$ cat config.mk
export PLATFORM = sky130hd
export DESIGN_NAME = smt_ctrl
export DESIGN_NICKNAME = d
export VERILOG_FILES = /design/src/common/smt_pkg.sv /design/src/hdl/smt_buf.sv /design/src/hdl/smt_ctrl.sv
export SDC_FILE = /design/constraint.sdc
export NUM_CORES = 1
export LEC_CHECK = 0
export BUFFER_PORTS_ARGS = -buffer_cell sky130_fd_sc_hd__buf_4
export CORE_MARGIN = 5
export CORE_UTILIZATION = 60
export CTS_BUF_LIST = sky130_fd_sc_hd__clkbuf_8
export CTS_CLUSTER_SIZE = 10
export DETAILED_ROUTE_END_ITERATION = 8
export PLACE_DENSITY = 0.86
export SLEW_MARGIN = 20
export SYNTH_ARGS = -nofsm -noshare
export SYNTH_HDL_FRONTEND = slang
export SYNTH_SLANG_ARGS = --single-unit
$ cat constraint.sdc
create_clock -name clk_i -period 19.6 [get_ports clk_i]
set_input_delay 0.98 -clock clk_i [delete_from_list [all_inputs] [get_ports clk_i]]
set_output_delay 0.98 -clock clk_i [all_outputs]
set_load 0.01 [all_outputs]
$ cat src/common/smt_pkg.sv
// Constants, field layouts and enumerations for the synchronous/static memory timing block.
// Assumes a single 200 MHz CPU clock and a half-rate memory clock derived from it.
// How it works
// - Column strobe asserts at first one-to-zero pattern edge
// - RAS-to-CAS delay is leading ones plus one
// - DRAM keeps column strobe low whole burst
// - Mask ROM strobes column only on first beat
// - Two zeros delay latching, only with divide clear
// - Reserved config bits ignore writes, read zero
// - Two-bit ROM type selects static memory flavour
// - Burst types: aligned beats slow, others fast
// - Static read bursts aligned to burst length
// - Precharge-all drives documented pin levels
package smt_pkg;
    localparam int          PAT_W          = 32;       // Waveform pattern width
    localparam int          ADDR_W         = 26;       // Request address width
    localparam int          DATA_W         = 32;       // Data word width
    localparam int          BEAT_W         = 4;        // Beat counter width
    localparam int          CNT_W          = 6;        // Access time counter width
    localparam int          REFR_W         = 32;       // Refresh control width
    localparam int          SROM_W         = 32;       // Sync ROM config width
    localparam logic [31:0] REFR_MASK      = 32'h03ff_ffff; // Implemented refresh bits
    localparam logic [31:0] SROM_MASK      = 32'h7fff_7fff; // Implemented ROM cfg bits
    localparam int          REFR_DIV_BIT   = 25;       // Half-clock divide select position
    localparam logic [3:0]  MASK_PRECHARGE_ALL_CMD      = 4'h0;     // Byte masks during precharge-all
    localparam int          ROW_A10        = 10;       // Row address bit ten position
    localparam logic [CNT_W-1:0] NONBURST_T = 6'h08;   // Nonburst access cycles
    localparam logic [CNT_W-1:0] BURST_T    = 6'h03;   // Burst beat access cycles
    localparam int          BUF_DEPTH      = 2;        // Read data buffer depth

    // Static ROM type field encodings
    typedef enum logic [1:0] {
        ROM_NONBURST  = 2'h0,
        ROM_SRAM_VLIO = 2'h1,
        ROM_BURST4    = 2'h2,
        ROM_BURST8    = 2'h3
    } smt_rom_type;

    // Controller state encodings
    typedef enum logic [2:0] {
        ST_IDLE   = 3'h0,
        ST_SYNC   = 3'h1,
        ST_STATIC = 3'h2,
        ST_PRECHARGE_ALL_CMD   = 3'h3,
        ST_PALL2  = 3'h4
    } smt_state_type;
endpackage : smt_pkg

$ cat src/hdl/smt_buf.sv
// Two-entry valid/ready buffer holding read data words.
// Assumes both sides on clk_i; drain side may stall at will.
`timescale 1ns/1ps
module smt_buf
    import smt_pkg::*;
(
    input  wire logic              clk_i,
    input  wire logic              sys_rst_i,
    input  wire logic              in_valid_i,
    output logic                   in_ready_o,
    input  wire logic [DATA_W-1:0] in_data_i,
    output logic                   out_valid_o,
    input  wire logic              out_ready_i,
    output logic [DATA_W-1:0]      out_data_o
);
    // Whole state in one struct
    typedef struct packed {
        logic [1:0][DATA_W-1:0] mem;   // Storage entries
        logic                   wp;    // Write pointer
        logic                   rp;    // Read pointer
        logic [1:0]             cnt;   // Occupancy
    } smt_buf_type;

    smt_buf_type s_q;    // Registered state
    smt_buf_type s_d;    // Next state
    logic        push;   // Word accepted
    logic        pop;    // Word drained

    assign in_ready_o  = (s_q.cnt != 2'h2);
    assign out_valid_o = (s_q.cnt != 2'h0);
    assign out_data_o  = s_q.mem[s_q.rp];
    assign push        = in_valid_i && in_ready_o;
    assign pop         = out_valid_o && out_ready_i;

    // Pointer and count update
    always_comb
    begin
        s_d = s_q;
        if (push)
        begin
            s_d.mem[s_q.wp] = in_data_i;
            s_d.wp          = ~s_q.wp;
        end
        if (pop)
            s_d.rp = ~s_q.rp;
        // Simultaneous push and pop keeps count
        if (push && !pop)
            s_d.cnt = s_q.cnt + 2'h1;
        else if (pop && !push)
            s_d.cnt = s_q.cnt - 2'h1;
    end

    // State register
    always_ff @(posedge clk_i or posedge sys_rst_i)
    begin
        if (sys_rst_i)
            s_q <= '0;
        else
            s_q <= s_d;
    end
endmodule : smt_buf

$ cat src/hdl/smt_ctrl.sv
// Memory timing controller: sync DRAM / mask ROM strobes and static bank access timing.
// Assumes the request side is on clk_i; memory read data passes a two-flop sync.
`timescale 1ns/1ps
module smt_ctrl
    import smt_pkg::*;
(
    input  wire logic                   clk_i,
    input  wire logic                   sys_rst_i,
    // Configuration
    input  wire logic [PAT_W-1:0]       cas_waveform_pattern_i,
    input  wire logic                   refr_wr_i,
    input  wire logic [REFR_W-1:0]      refr_wdata_i,
    output logic [REFR_W-1:0]           refresh_control_reg_o,
    input  wire logic                   srom_wr_i,
    input  wire logic [SROM_W-1:0]      srom_wdata_i,
    output logic [SROM_W-1:0]           sync_rom_config_reg_o,
    input  wire logic [1:0]             rom_type_field_i,
    input  wire logic                   sync_is_rom_i,
    // Requests
    input  wire logic                   req_valid_i,
    output logic                        req_ready_o,
    input  wire logic                   req_sync_i,
    input  wire logic                   req_precharge_all_cmd_i,
    input  wire logic [ADDR_W-1:0]      req_addr_i,
    input  wire logic [BEAT_W-1:0]      req_beats_i,
    // Read data out
    output logic                        rd_valid_o,
    input  wire logic                   rd_ready_i,
    output logic [DATA_W-1:0]           rd_data_o,
    // Status
    output logic                        busy_o,
    output logic                        delayed_latch_o,
    output logic [BEAT_W-1:0]           ras_cas_ones_o,
    // Memory pins
    input  wire logic [DATA_W-1:0]      mem_data_i,
    output logic                        row_strobe_chip_select_n_o,
    output logic                        sync_row_strobe_o,
    output logic                        sync_column_strobe_n_o,
    output logic                        write_strobe_n_o,
    output logic [3:0]                  byte_mask_lines_o,
    output logic                        row_addr_bit10_o,
    output logic                        memory_clock_enable_o,
    output logic                        memory_clock_out_o,
    output logic                        static_chip_select_n_o,
    output logic [ADDR_W-1:0]           mem_addr_o
);
    // Whole state in one struct
    typedef struct packed {
        smt_state_type      st;      // Controller state
        logic [PAT_W-1:0]   shreg;   // Pattern being shifted out
        logic               prev;    // Last pattern bit driven
        logic               cas_seen; // Column strobe already asserted
        logic [BEAT_W-1:0]  beats;   // Beats remaining
        logic [CNT_W-1:0]   tmr;     // Access cycle counter
        logic [ADDR_W-1:0]  addr;    // Current beat address
        logic [REFR_W-1:0]  refr;    // Refresh control register
        logic [SROM_W-1:0]  srom;    // Sync ROM config register
        logic               clk_div; // Half-rate memory clock
        logic               rcs_n;   // Row strobe / chip select
        logic               rras;    // Sync row strobe, low when asserted
        logic               cas_n;   // Column strobe
        logic               we_n;    // Write strobe
        logic [3:0]         mask;    // Byte masks
        logic               a10;     // Row address bit ten
        logic               cs_n;    // Static chip select
        logic               push;    // Beat data capture
        logic [DATA_W-1:0]  wd;      // Captured read word
        logic [DATA_W-1:0]  sy1;     // Read data sync stage one
        logic [DATA_W-1:0]  sy2;     // Read data sync stage two
    } smt_ctrl_type;

    smt_ctrl_type s_q;         // Registered state
    smt_ctrl_type s_d;         // Next state
    logic         buf_ready;   // Buffer can take a word
    logic         div_sel;     // Half-clock divide select
    logic [BEAT_W-1:0] ones;   // Leading one count
    logic         two_zero;    // Two zeros after leading ones
    logic [BEAT_W-1:0] align;  // Burst alignment mask

    assign div_sel = s_q.refr[REFR_DIV_BIT];

    // Count leading ones and the zero gap from the pattern
    always_comb
    begin
        ones = '0;
        two_zero = 1'b0;
        for (int i = 0; i < 15; i++)
        begin
            if (cas_waveform_pattern_i[i] && (ones == BEAT_W'(i)))
                ones = ones + 4'h1;
        end
        two_zero = !cas_waveform_pattern_i[ones] && !cas_waveform_pattern_i[ones + 4'h1];
    end

    // Burst alignment per ROM type
    always_comb
    begin
        case (rom_type_field_i)
            ROM_BURST4: align = 4'h3;
            ROM_BURST8: align = 4'h7;
            default:    align = 4'h0;
        endcase
    end

    // Next-state logic
    always_comb
    begin
        s_d = s_q;
        s_d.push = 1'b0;
        s_d.sy1 = mem_data_i;
        s_d.sy2 = s_q.sy1;
        s_d.clk_div = ~s_q.clk_div;
        if (refr_wr_i)
            s_d.refr = refr_wdata_i & REFR_MASK;
        if (srom_wr_i)
            s_d.srom = srom_wdata_i & SROM_MASK;
        case (s_q.st)
            ST_IDLE:
            begin
                s_d.rcs_n = 1'b1;
                s_d.rras = 1'b1; // Row strobe idles high like the other strobes
                s_d.cas_n = 1'b1;
                s_d.we_n = 1'b1;
                s_d.mask = 4'hf;
                s_d.a10 = 1'b0;
                s_d.cs_n = 1'b1;
                if (req_valid_i && buf_ready)
                begin
                    s_d.beats = req_beats_i;
                    s_d.cas_seen = 1'b0;
                    s_d.prev = 1'b1;
                    if (req_precharge_all_cmd_i)
                        s_d.st = ST_PRECHARGE_ALL_CMD; // CKE stays high the cycle before
                    else if (req_sync_i)
                    begin
                        s_d.st = ST_SYNC;
                        s_d.rcs_n = 1'b0;
                        s_d.rras = 1'b0;
                        s_d.shreg = cas_waveform_pattern_i;
                        s_d.addr = req_addr_i;
                    end
                    else
                    begin
                        s_d.st = ST_STATIC;
                        s_d.cs_n = 1'b0;
                        s_d.tmr = NONBURST_T;
                        // Aligned start for read bursts
                        s_d.addr = req_addr_i & ~ADDR_W'(align);
                    end
                end
            end
            ST_SYNC:
            begin
                s_d.rras = 1'b1;
                // One pattern bit per cycle, LSB first
                s_d.shreg = {1'b1, s_q.shreg[PAT_W-1:1]};
                s_d.prev = s_q.shreg[0];
                if (s_q.prev && !s_q.shreg[0] && !s_q.cas_seen)
                begin
                    s_d.cas_n = 1'b0;
                    s_d.cas_seen = 1'b1;
                end
                else if (s_q.cas_seen && sync_is_rom_i)
                    s_d.cas_n = 1'b1;
                // DRAM holds column strobe low for the burst
                else if (s_q.cas_seen)
                    s_d.cas_n = 1'b0;
                if (s_q.cas_seen && !s_q.prev && s_q.shreg[0])
                begin
                    s_d.push = 1'b1;
                    s_d.wd = s_q.sy2;
                    s_d.addr = s_q.addr + ADDR_W'(1);
                    if (s_q.beats <= 4'h1)
                        s_d.st = ST_IDLE;
                    else
                        s_d.beats = s_q.beats - 4'h1;
                end
            end
            ST_STATIC:
            begin
                if (s_q.tmr <= 6'h1)
                begin
                    s_d.push = 1'b1;
                    s_d.wd = s_q.sy2;
                    s_d.addr = s_q.addr + ADDR_W'(1);
                    // Aligned beats take nonburst time
                    if (align == 4'h0 || ((s_q.addr[BEAT_W-1:0] + 4'h1) & align) == 4'h0)
                        s_d.tmr = NONBURST_T;
                    else
                        s_d.tmr = BURST_T;
                    if (s_q.beats <= 4'h1)
                        s_d.st = ST_IDLE;
                    else
                        s_d.beats = s_q.beats - 4'h1;
                end
                else
                    s_d.tmr = s_q.tmr - 6'h1;
            end
            ST_PRECHARGE_ALL_CMD:
            begin
                // Precharge-all pin levels
                s_d.rcs_n = 1'b0;
                s_d.rras = 1'b0;
                s_d.cas_n = 1'b1;
                s_d.we_n = 1'b0;
                s_d.mask = MASK_PRECHARGE_ALL_CMD;
                s_d.a10 = 1'b1;
                s_d.st = ST_PALL2;
            end
            ST_PALL2:
                s_d.st = ST_IDLE;
            default:
                s_d.st = ST_IDLE;
        endcase
        // Push is dropped, not held, when buffer full; request gate keeps room
        if (s_d.push && !buf_ready)
            s_d.push = 1'b0;
    end

    // State register
    always_ff @(posedge clk_i or posedge sys_rst_i)
    begin
        if (sys_rst_i)
        begin
            s_q <= '0;
            s_q.rcs_n <= 1'b1;
            s_q.rras <= 1'b1;
            s_q.cas_n <= 1'b1;
            s_q.we_n <= 1'b1;
            s_q.mask <= 4'hf;
            s_q.cs_n <= 1'b1;
        end
        else
            s_q <= s_d;
    end

    // Read data buffer
    smt_buf u_buf (
        .clk_i       (clk_i),
        .sys_rst_i   (sys_rst_i),
        .in_valid_i  (s_q.push),
        .in_ready_o  (buf_ready),
        .in_data_i   (s_q.wd),
        .out_valid_o (rd_valid_o),
        .out_ready_i (rd_ready_i),
        .out_data_o  (rd_data_o)
    );

    assign req_ready_o = (s_q.st == ST_IDLE) && buf_ready;
    assign busy_o = (s_q.st != ST_IDLE);
    // Delayed latching only honoured with divide clear
    assign delayed_latch_o = two_zero && !div_sel;
    assign ras_cas_ones_o = ones;
    assign refresh_control_reg_o = s_q.refr;
    assign sync_rom_config_reg_o = s_q.srom;
    assign row_strobe_chip_select_n_o = s_q.rcs_n;
    assign sync_row_strobe_o = s_q.rras;
    assign sync_column_strobe_n_o = s_q.cas_n;
    assign write_strobe_n_o = s_q.we_n;
    assign byte_mask_lines_o = s_q.mask;
    assign row_addr_bit10_o = s_q.a10;
    assign memory_clock_enable_o = 1'b1;
    assign memory_clock_out_o = s_q.clk_div;
    assign static_chip_select_n_o = s_q.cs_n;
    assign mem_addr_o = s_q.addr;
endmodule : smt_ctrl

# Word level (Yosys, flattened, before mapping)
# Cells that the tools add are included.
dict set report totals {
  output_inout_bits 142
  word_cells 215
  ff_bits 305
}
dict set report classes {
  bitwise_logic 6
  eq_ne 28
  n_mux 67
  n_reduce_logical 60
  addsub 21
  order_cmp 7
}
# op n
set op_table {}
lappend op_table {{two-way mux 32 bit} 6}
lappend op_table {{two-way mux 26 bit} 3}
lappend op_table {{case mux 26 bit (3 select lines)} 1}
lappend op_table {{two-way mux 73 bit} 1}
lappend op_table {{two-way mux 4 bit} 17}
lappend op_table {{case mux 34 bit (2 select lines)} 1}
lappend op_table {{two-way mux 33 bit} 2}
lappend op_table {{case mux 33 bit (2 select lines)} 1}
lappend op_table {{bitwise mux 64 bit} 1}
lappend op_table {{adder 4 x 1 -> 4 bit, second input constant} 15}
lappend op_table {{demux 32 bit (select 1 bit)} 1}
lappend op_table {{logical AND 1 bit} 29}
lappend op_table {{== test 4 bit, second input constant} 7}
lappend op_table {{adder 26 x 1 -> 26 bit, second input constant} 1}
lappend op_table {{AND 26 bit} 1}
lappend op_table {{NOT 4 -> 26 bit} 1}
lappend op_table {{case mux 6 bit (2 select lines)} 2}
lappend op_table {{== test 4 x 3 -> 1 bit, second input constant} 4}
lappend op_table {{two-way mux 2 bit} 8}
lappend op_table {{!= test 2 bit, second input constant} 8}
lappend op_table {{less-than comparator 4 x 6 -> 1 bit, second input constant} 2}
lappend op_table {{two-way mux 6 bit} 2}
lappend op_table {{case mux 3 bit (4 select lines)} 1}
lappend op_table {{case mux 4 bit (3 select lines)} 1}
lappend op_table {{33 further kinds} 73}

# Logic depth before layout (Yosys ltp)
dict set report logic_depth {
  ltp_word 49
  depth_mapped 64
}

# By module
# A second synthesis with hierarchy kept.
dict set report unflattened {
  cells_unflattened 1281
  hier_area_um2 14716.6
}
# mod instances area_each_um2 cells_each seq_area_each_um2
set by_module_without_submodules {}
lappend by_module_without_submodules {smt_ctrl 1 11579.9 1092 5836.8}
lappend by_module_without_submodules {smt_buf 1 3136.8 189 1701.6}

# Worst setup path before layout
# OpenSTA, ideal clock, no wires.
dict set report synth_path {
  kind {input to output}
  from {input port cas_waveform_pattern_i[2]}
  to {output port delayed_latch_o}
  path_stages 61
  path_slack_ps 5818
  required_ps 18620
  arrival_time_ps 12802
  cell_sequence {nand2b_1 nand2_1 inv_2 ha_1 ha_1 and2_4 xnor2_2 inv_2 ha_1 and4b_1 nand4_1 and2_1 ha_1 nand3_1 nor2_1 a211oi_2 inv_1 ha_1 (+25 left out) a21oi_4 buf_6 ha_1 inv_1 o21bai_1 inv_1 ha_1 nand2_1 or3_1 o32ai_1 inv_1 ha_1 inv_1 a21oi_4 ha_1 mux4_1 mux4_2 a211oi_2}
}
dict set report synth_between {
  elab_chain_len 44
}
# element line_no
set synth_lines {}
lappend synth_lines {{from (decl)} smt_ctrl.sv:10} ;# input wire logic [PAT_W-1:0] cas_waveform_pattern_i,
lappend synth_lines {{logical AND 1 bit (*)} smt_ctrl.sv:89} ;# if (cas_waveform_pattern_i[i] && (ones == BEAT_W'(i)))
lappend synth_lines {{two-way mux 4 bit (*)} smt_ctrl.sv:89}
lappend synth_lines {{branches (longest 2 deep; another with adder 4 x 1 -> 4 bit)} -}
lappend synth_lines {{two-way mux 4 bit (*)} smt_ctrl.sv:89}
lappend synth_lines {{branches (longest 2 deep; another with adder 4 x 1 -> 4 bit)} -}
lappend synth_lines {{two-way mux 4 bit (*)} smt_ctrl.sv:89}
lappend synth_lines {{branches (longest 2 deep; another with adder 4 x 1 -> 4 bit)} -}
lappend synth_lines {{two-way mux 4 bit (*)} smt_ctrl.sv:89}
lappend synth_lines {{(+26 left out)} -}
lappend synth_lines {{two-way mux 4 bit (*)} smt_ctrl.sv:89}
lappend synth_lines {{named net ras_cas_ones_o[1]} smt_ctrl.sv:33} ;# output logic [BEAT_W-1:0] ras_cas_ones_o,
lappend synth_lines {{adder 4 x 1 -> 4 bit} smt_ctrl.sv:92} ;# two_zero = !cas_waveform_pattern_i[ones] && !cas_waveform_pattern_i[ones + 4'h1];
lappend synth_lines {{binary-select mux 1 bit (select 4 bit)} smt_ctrl.sv:92}
lappend synth_lines {{two-way mux 1 bit (implied by the code)} smt_ctrl.sv:92}
lappend synth_lines {{logical NOT 1 bit} smt_ctrl.sv:92}
lappend synth_lines {{logical AND 1 bit (*)} smt_ctrl.sv:92}
lappend synth_lines {{logical AND 1 bit (*)} smt_ctrl.sv:252} ;# assign delayed_latch_o = two_zero && !div_sel;
lappend synth_lines {{to (decl)} smt_ctrl.sv:32} ;# output logic delayed_latch_o,
# Mark *: on every way through the listed nets, which the timed path passes. The select of a mux whose other input is x is not followed.

# Final worst setup path
dict set report layout_path {
  from {input port cas_waveform_pattern_i[2]}
  to {output port delayed_latch_o}
}
dict set report layout_between {
  elab_chain_len 44
}
# element line_no
set layout_lines {}
lappend layout_lines {{branches (longest 42 deep; another with adder 4 x 1 -> 4 bit)} -}
lappend layout_lines {{logical AND 1 bit (*)} smt_ctrl.sv:92}
lappend layout_lines {{logical AND 1 bit (*)} smt_ctrl.sv:252}
# Every way passes the cells marked *. The select of a mux whose other input is x is not followed.

==> out/results.ini <==
[run_status]
outcome = finished clean

[logic_synthesis]
ys_types = 89
ys_warn_count = 0
synth_area_mm2 = 0.0144
yosysSeqAreaShare = 0.523
synth_edf_count = 0
async_reset_ff_frac = 1.00
ys.flop_type = dfrtp_1
syn_avg_cell_area_um2 = 11.7
synth_seq_cells = 301
synth_cells = 1234

[setup_path]
slowest_delay_ps = 570
path_common_cell = ha_1
worstSetupStartpointType = primary input
required_ps = 18620
arrival_ps = 14260
critPathMaxFanout = 11
crit_family = compound AO/OA/AOI/OAI gates
crit_buf_inv = 11
slowest_stage = mux4_1
endpoint_kind = primary output
crit_type = primary input to primary output

[place]
place_hpwl_um = 23100
io_buffers = 293
pre_cts_slack_ps = 4600
post-place-cells = 1716
gp_congestion = 0.899

[timing]
fin_hold_ws_ps = 346
finalCritPeriodShare = 0.777
fmax_ghz = 0.0656
fin_crit_ps = 15240
clock_skew_ps = 28.0
setup_viol = 0
finalSetupTns_ps = 0
rsz0062_at_grt = false
slew_viol_final = 0
setup_ws_ps = 4360
worst_pin_slew_ps = 1020
maxSlewHeadroom = 0.322
hold_viol = 0

[power_and_ir_drop]
p_clk_frac = 0.212
comb_power_share = 0.396
p_leak_nw = 7.94
seq_power_share = 0.391
finalPower_mw = 2.50
p_int_mw = 1.61
vdd_drop_max_mv = 0.0667
power.density_mw_per_mm2 = 145
p_sw_mw = 0.886
p_sw_frac = 0.355

[clock_tree]
clk_pin_slew_ps = 60
cts-resized-gates = 0
cts_buffers = 50
cts_setup_buffers = 0
holdBufCountCts = 0
cts-htree-levels = 2
cts_tree = yes
clk_latency_ps = 570
cts_sinks = 301
clockRootBuffer = clkbuf_8
cts.path.max_buffers = 3

[detailed_routing]
viasPerCell = 5.57
drt_iter0_markers = 620
drc = 0
wirelength_um = 33100
ant_nets = 0
avgRoutedWirePerCell_um = 18.3
first_pass_iters = 5
num_vias = 10100

[floorplan]
row_count = 56
die_w_um = 165
core_area_mm2 = 0.0235
ios = 311
die-area_mm2 = 0.0272
initial_core_util = 0.612
die_h_um = 165

[global_routing]
grt_util_all_layers = 0.242
antenna_found_initial = 1
grt_max_degree = 193
grt_remaining_overflow = 0
grt_pass1_vias = 10700
grt_pass1_wl_um = 53300

[finish]
nNetsFinal = 1643
fill_cells = 1601
mostFrequentLayoutCells = 298 x buf_4, 296 x dfrtp_1, 188 x mux2_2
syn2layout_area_growth_pct = 19.9
layout_commonest_cell = buf_4
layout.cells.non_filler = 1810
drive_gt1_frac = 0.413

[hold_path]
min_path_type = register to register

[flow_run]
drv_cap = 0

==> worst paths after layout <==
check	start	to	slack, ps	cells after the start
max reg2reg	s_q[243]	s_q[91]	16430	4
min	s_d[0]	s_q[0]	350	0
max	cas_waveform_pattern_i[2]	delayed_latch_o	4360	62
max in group asynchronous	sys_rst_i	sync_rom_config_reg_o[12]	17500	4
min reg2reg	s_d[0]	s_q[0]	350	0
min in group asynchronous	sys_rst_i	s_q[237]	550	2
==> final cells by class <==
type                            count  area, um^2  share of cell area
Tap cell                          319         399              0.0231
Timing Repair Buffer              301        2310               0.134
Antenna cell                        1        2.50            0.000145
Clock inverter                     29         138             0.00797
Multi-Input combinational cell    758        5870               0.340
Clock buffer                       62         853              0.0494
Sequential cell                   301        7540               0.436
Inverter                           39         159             0.00920
==> per-stage QoR <==
stage,util,cell area (um^2)
6_report,0.734,17300
5_1_grt,0.734,17300
4_1_cts,0.731,17200
3_5_place_dp,0.689,16200
3_3_place_gp,0.689,16200
2_1_floorplan,-,14400
==> cells by family after synthesis <==
kind of cell / Yosys count / synth area share
other: 2 / 0.000521
AND/OR/NAND/NOR: 255 / 0.0854
XOR/XNOR: 8 / 0.00538
AO/OA/AOI/OAI: 227 / 0.107
buffers and inverters: 183 / 0.0734
multiplexers: 235 / 0.185
flip-flops: 301 / 0.523
adder cells (fa/ha/maj): 23 / 0.0200
==> synth_stat cells, types with 10 or more instances <==
| cell type | count | share of area |
|---|---|---|
| a21oi_1 | 102 | 0.035 |
| mux2_2 | 188 | 0.15 |
| and3_1 | 15 | 0.0065 |
| nand2b_1 | 12 | 0.0052 |
| nor2_1 | 79 | 0.021 |
| clkbuf_1 | 42 | 0.011 |
| nand3_1 | 24 | 0.0083 |
| inv_1 | 34 | 0.0089 |
| ha_1 | 23 | 0.020 |
| nand4_1 | 12 | 0.0052 |
| dfrtp_1 | 296 | 0.51 |
| o22ai_1 | 19 | 0.0082 |
| nor3_1 | 10 | 0.0035 |
| nand2_1 | 70 | 0.018 |
| buf_4 | 95 | 0.049 |
| o21ai_0 | 36 | 0.013 |
| mux2i_1 | 40 | 0.028 |
==> state kept, by name, indices dropped and copies added (netlist names), 26 cells and up <==
register               count
s_q                      112
u_buf.s_q                 68
s_d                       32
sync_rom_config_reg_o     30
mem_addr_o                26
refresh_control_reg_o     26
==> power groups by stage <==
stage	clock (mW)	sequential [mW]	combinational, mW
finish	0.531	0.979	0.990
global route	0.578	1.01	1.09
CTS	0.546	0.978	0.990
detailed placement	0	0.983	0.983
global placement	0	0.964	0.948
floorplan	0	0.934	0.730
==> routing by layer <==
| metal | global-route usage | vias to the layer above | routed length [um] |
|---|---|---|---|
| li1 | - | 4714 | - |
| met1 | 0.300 | 4934 | 12900 |
| met2 | 0.412 | 357 | 16700 |
| met3 | 0.0704 | 72 | 2590 |
| met4 | 0.0737 | 0 | 960 |
| met5 | 0 | - | 0 |
Note: power is estimated with default switching activity, not from simulation.
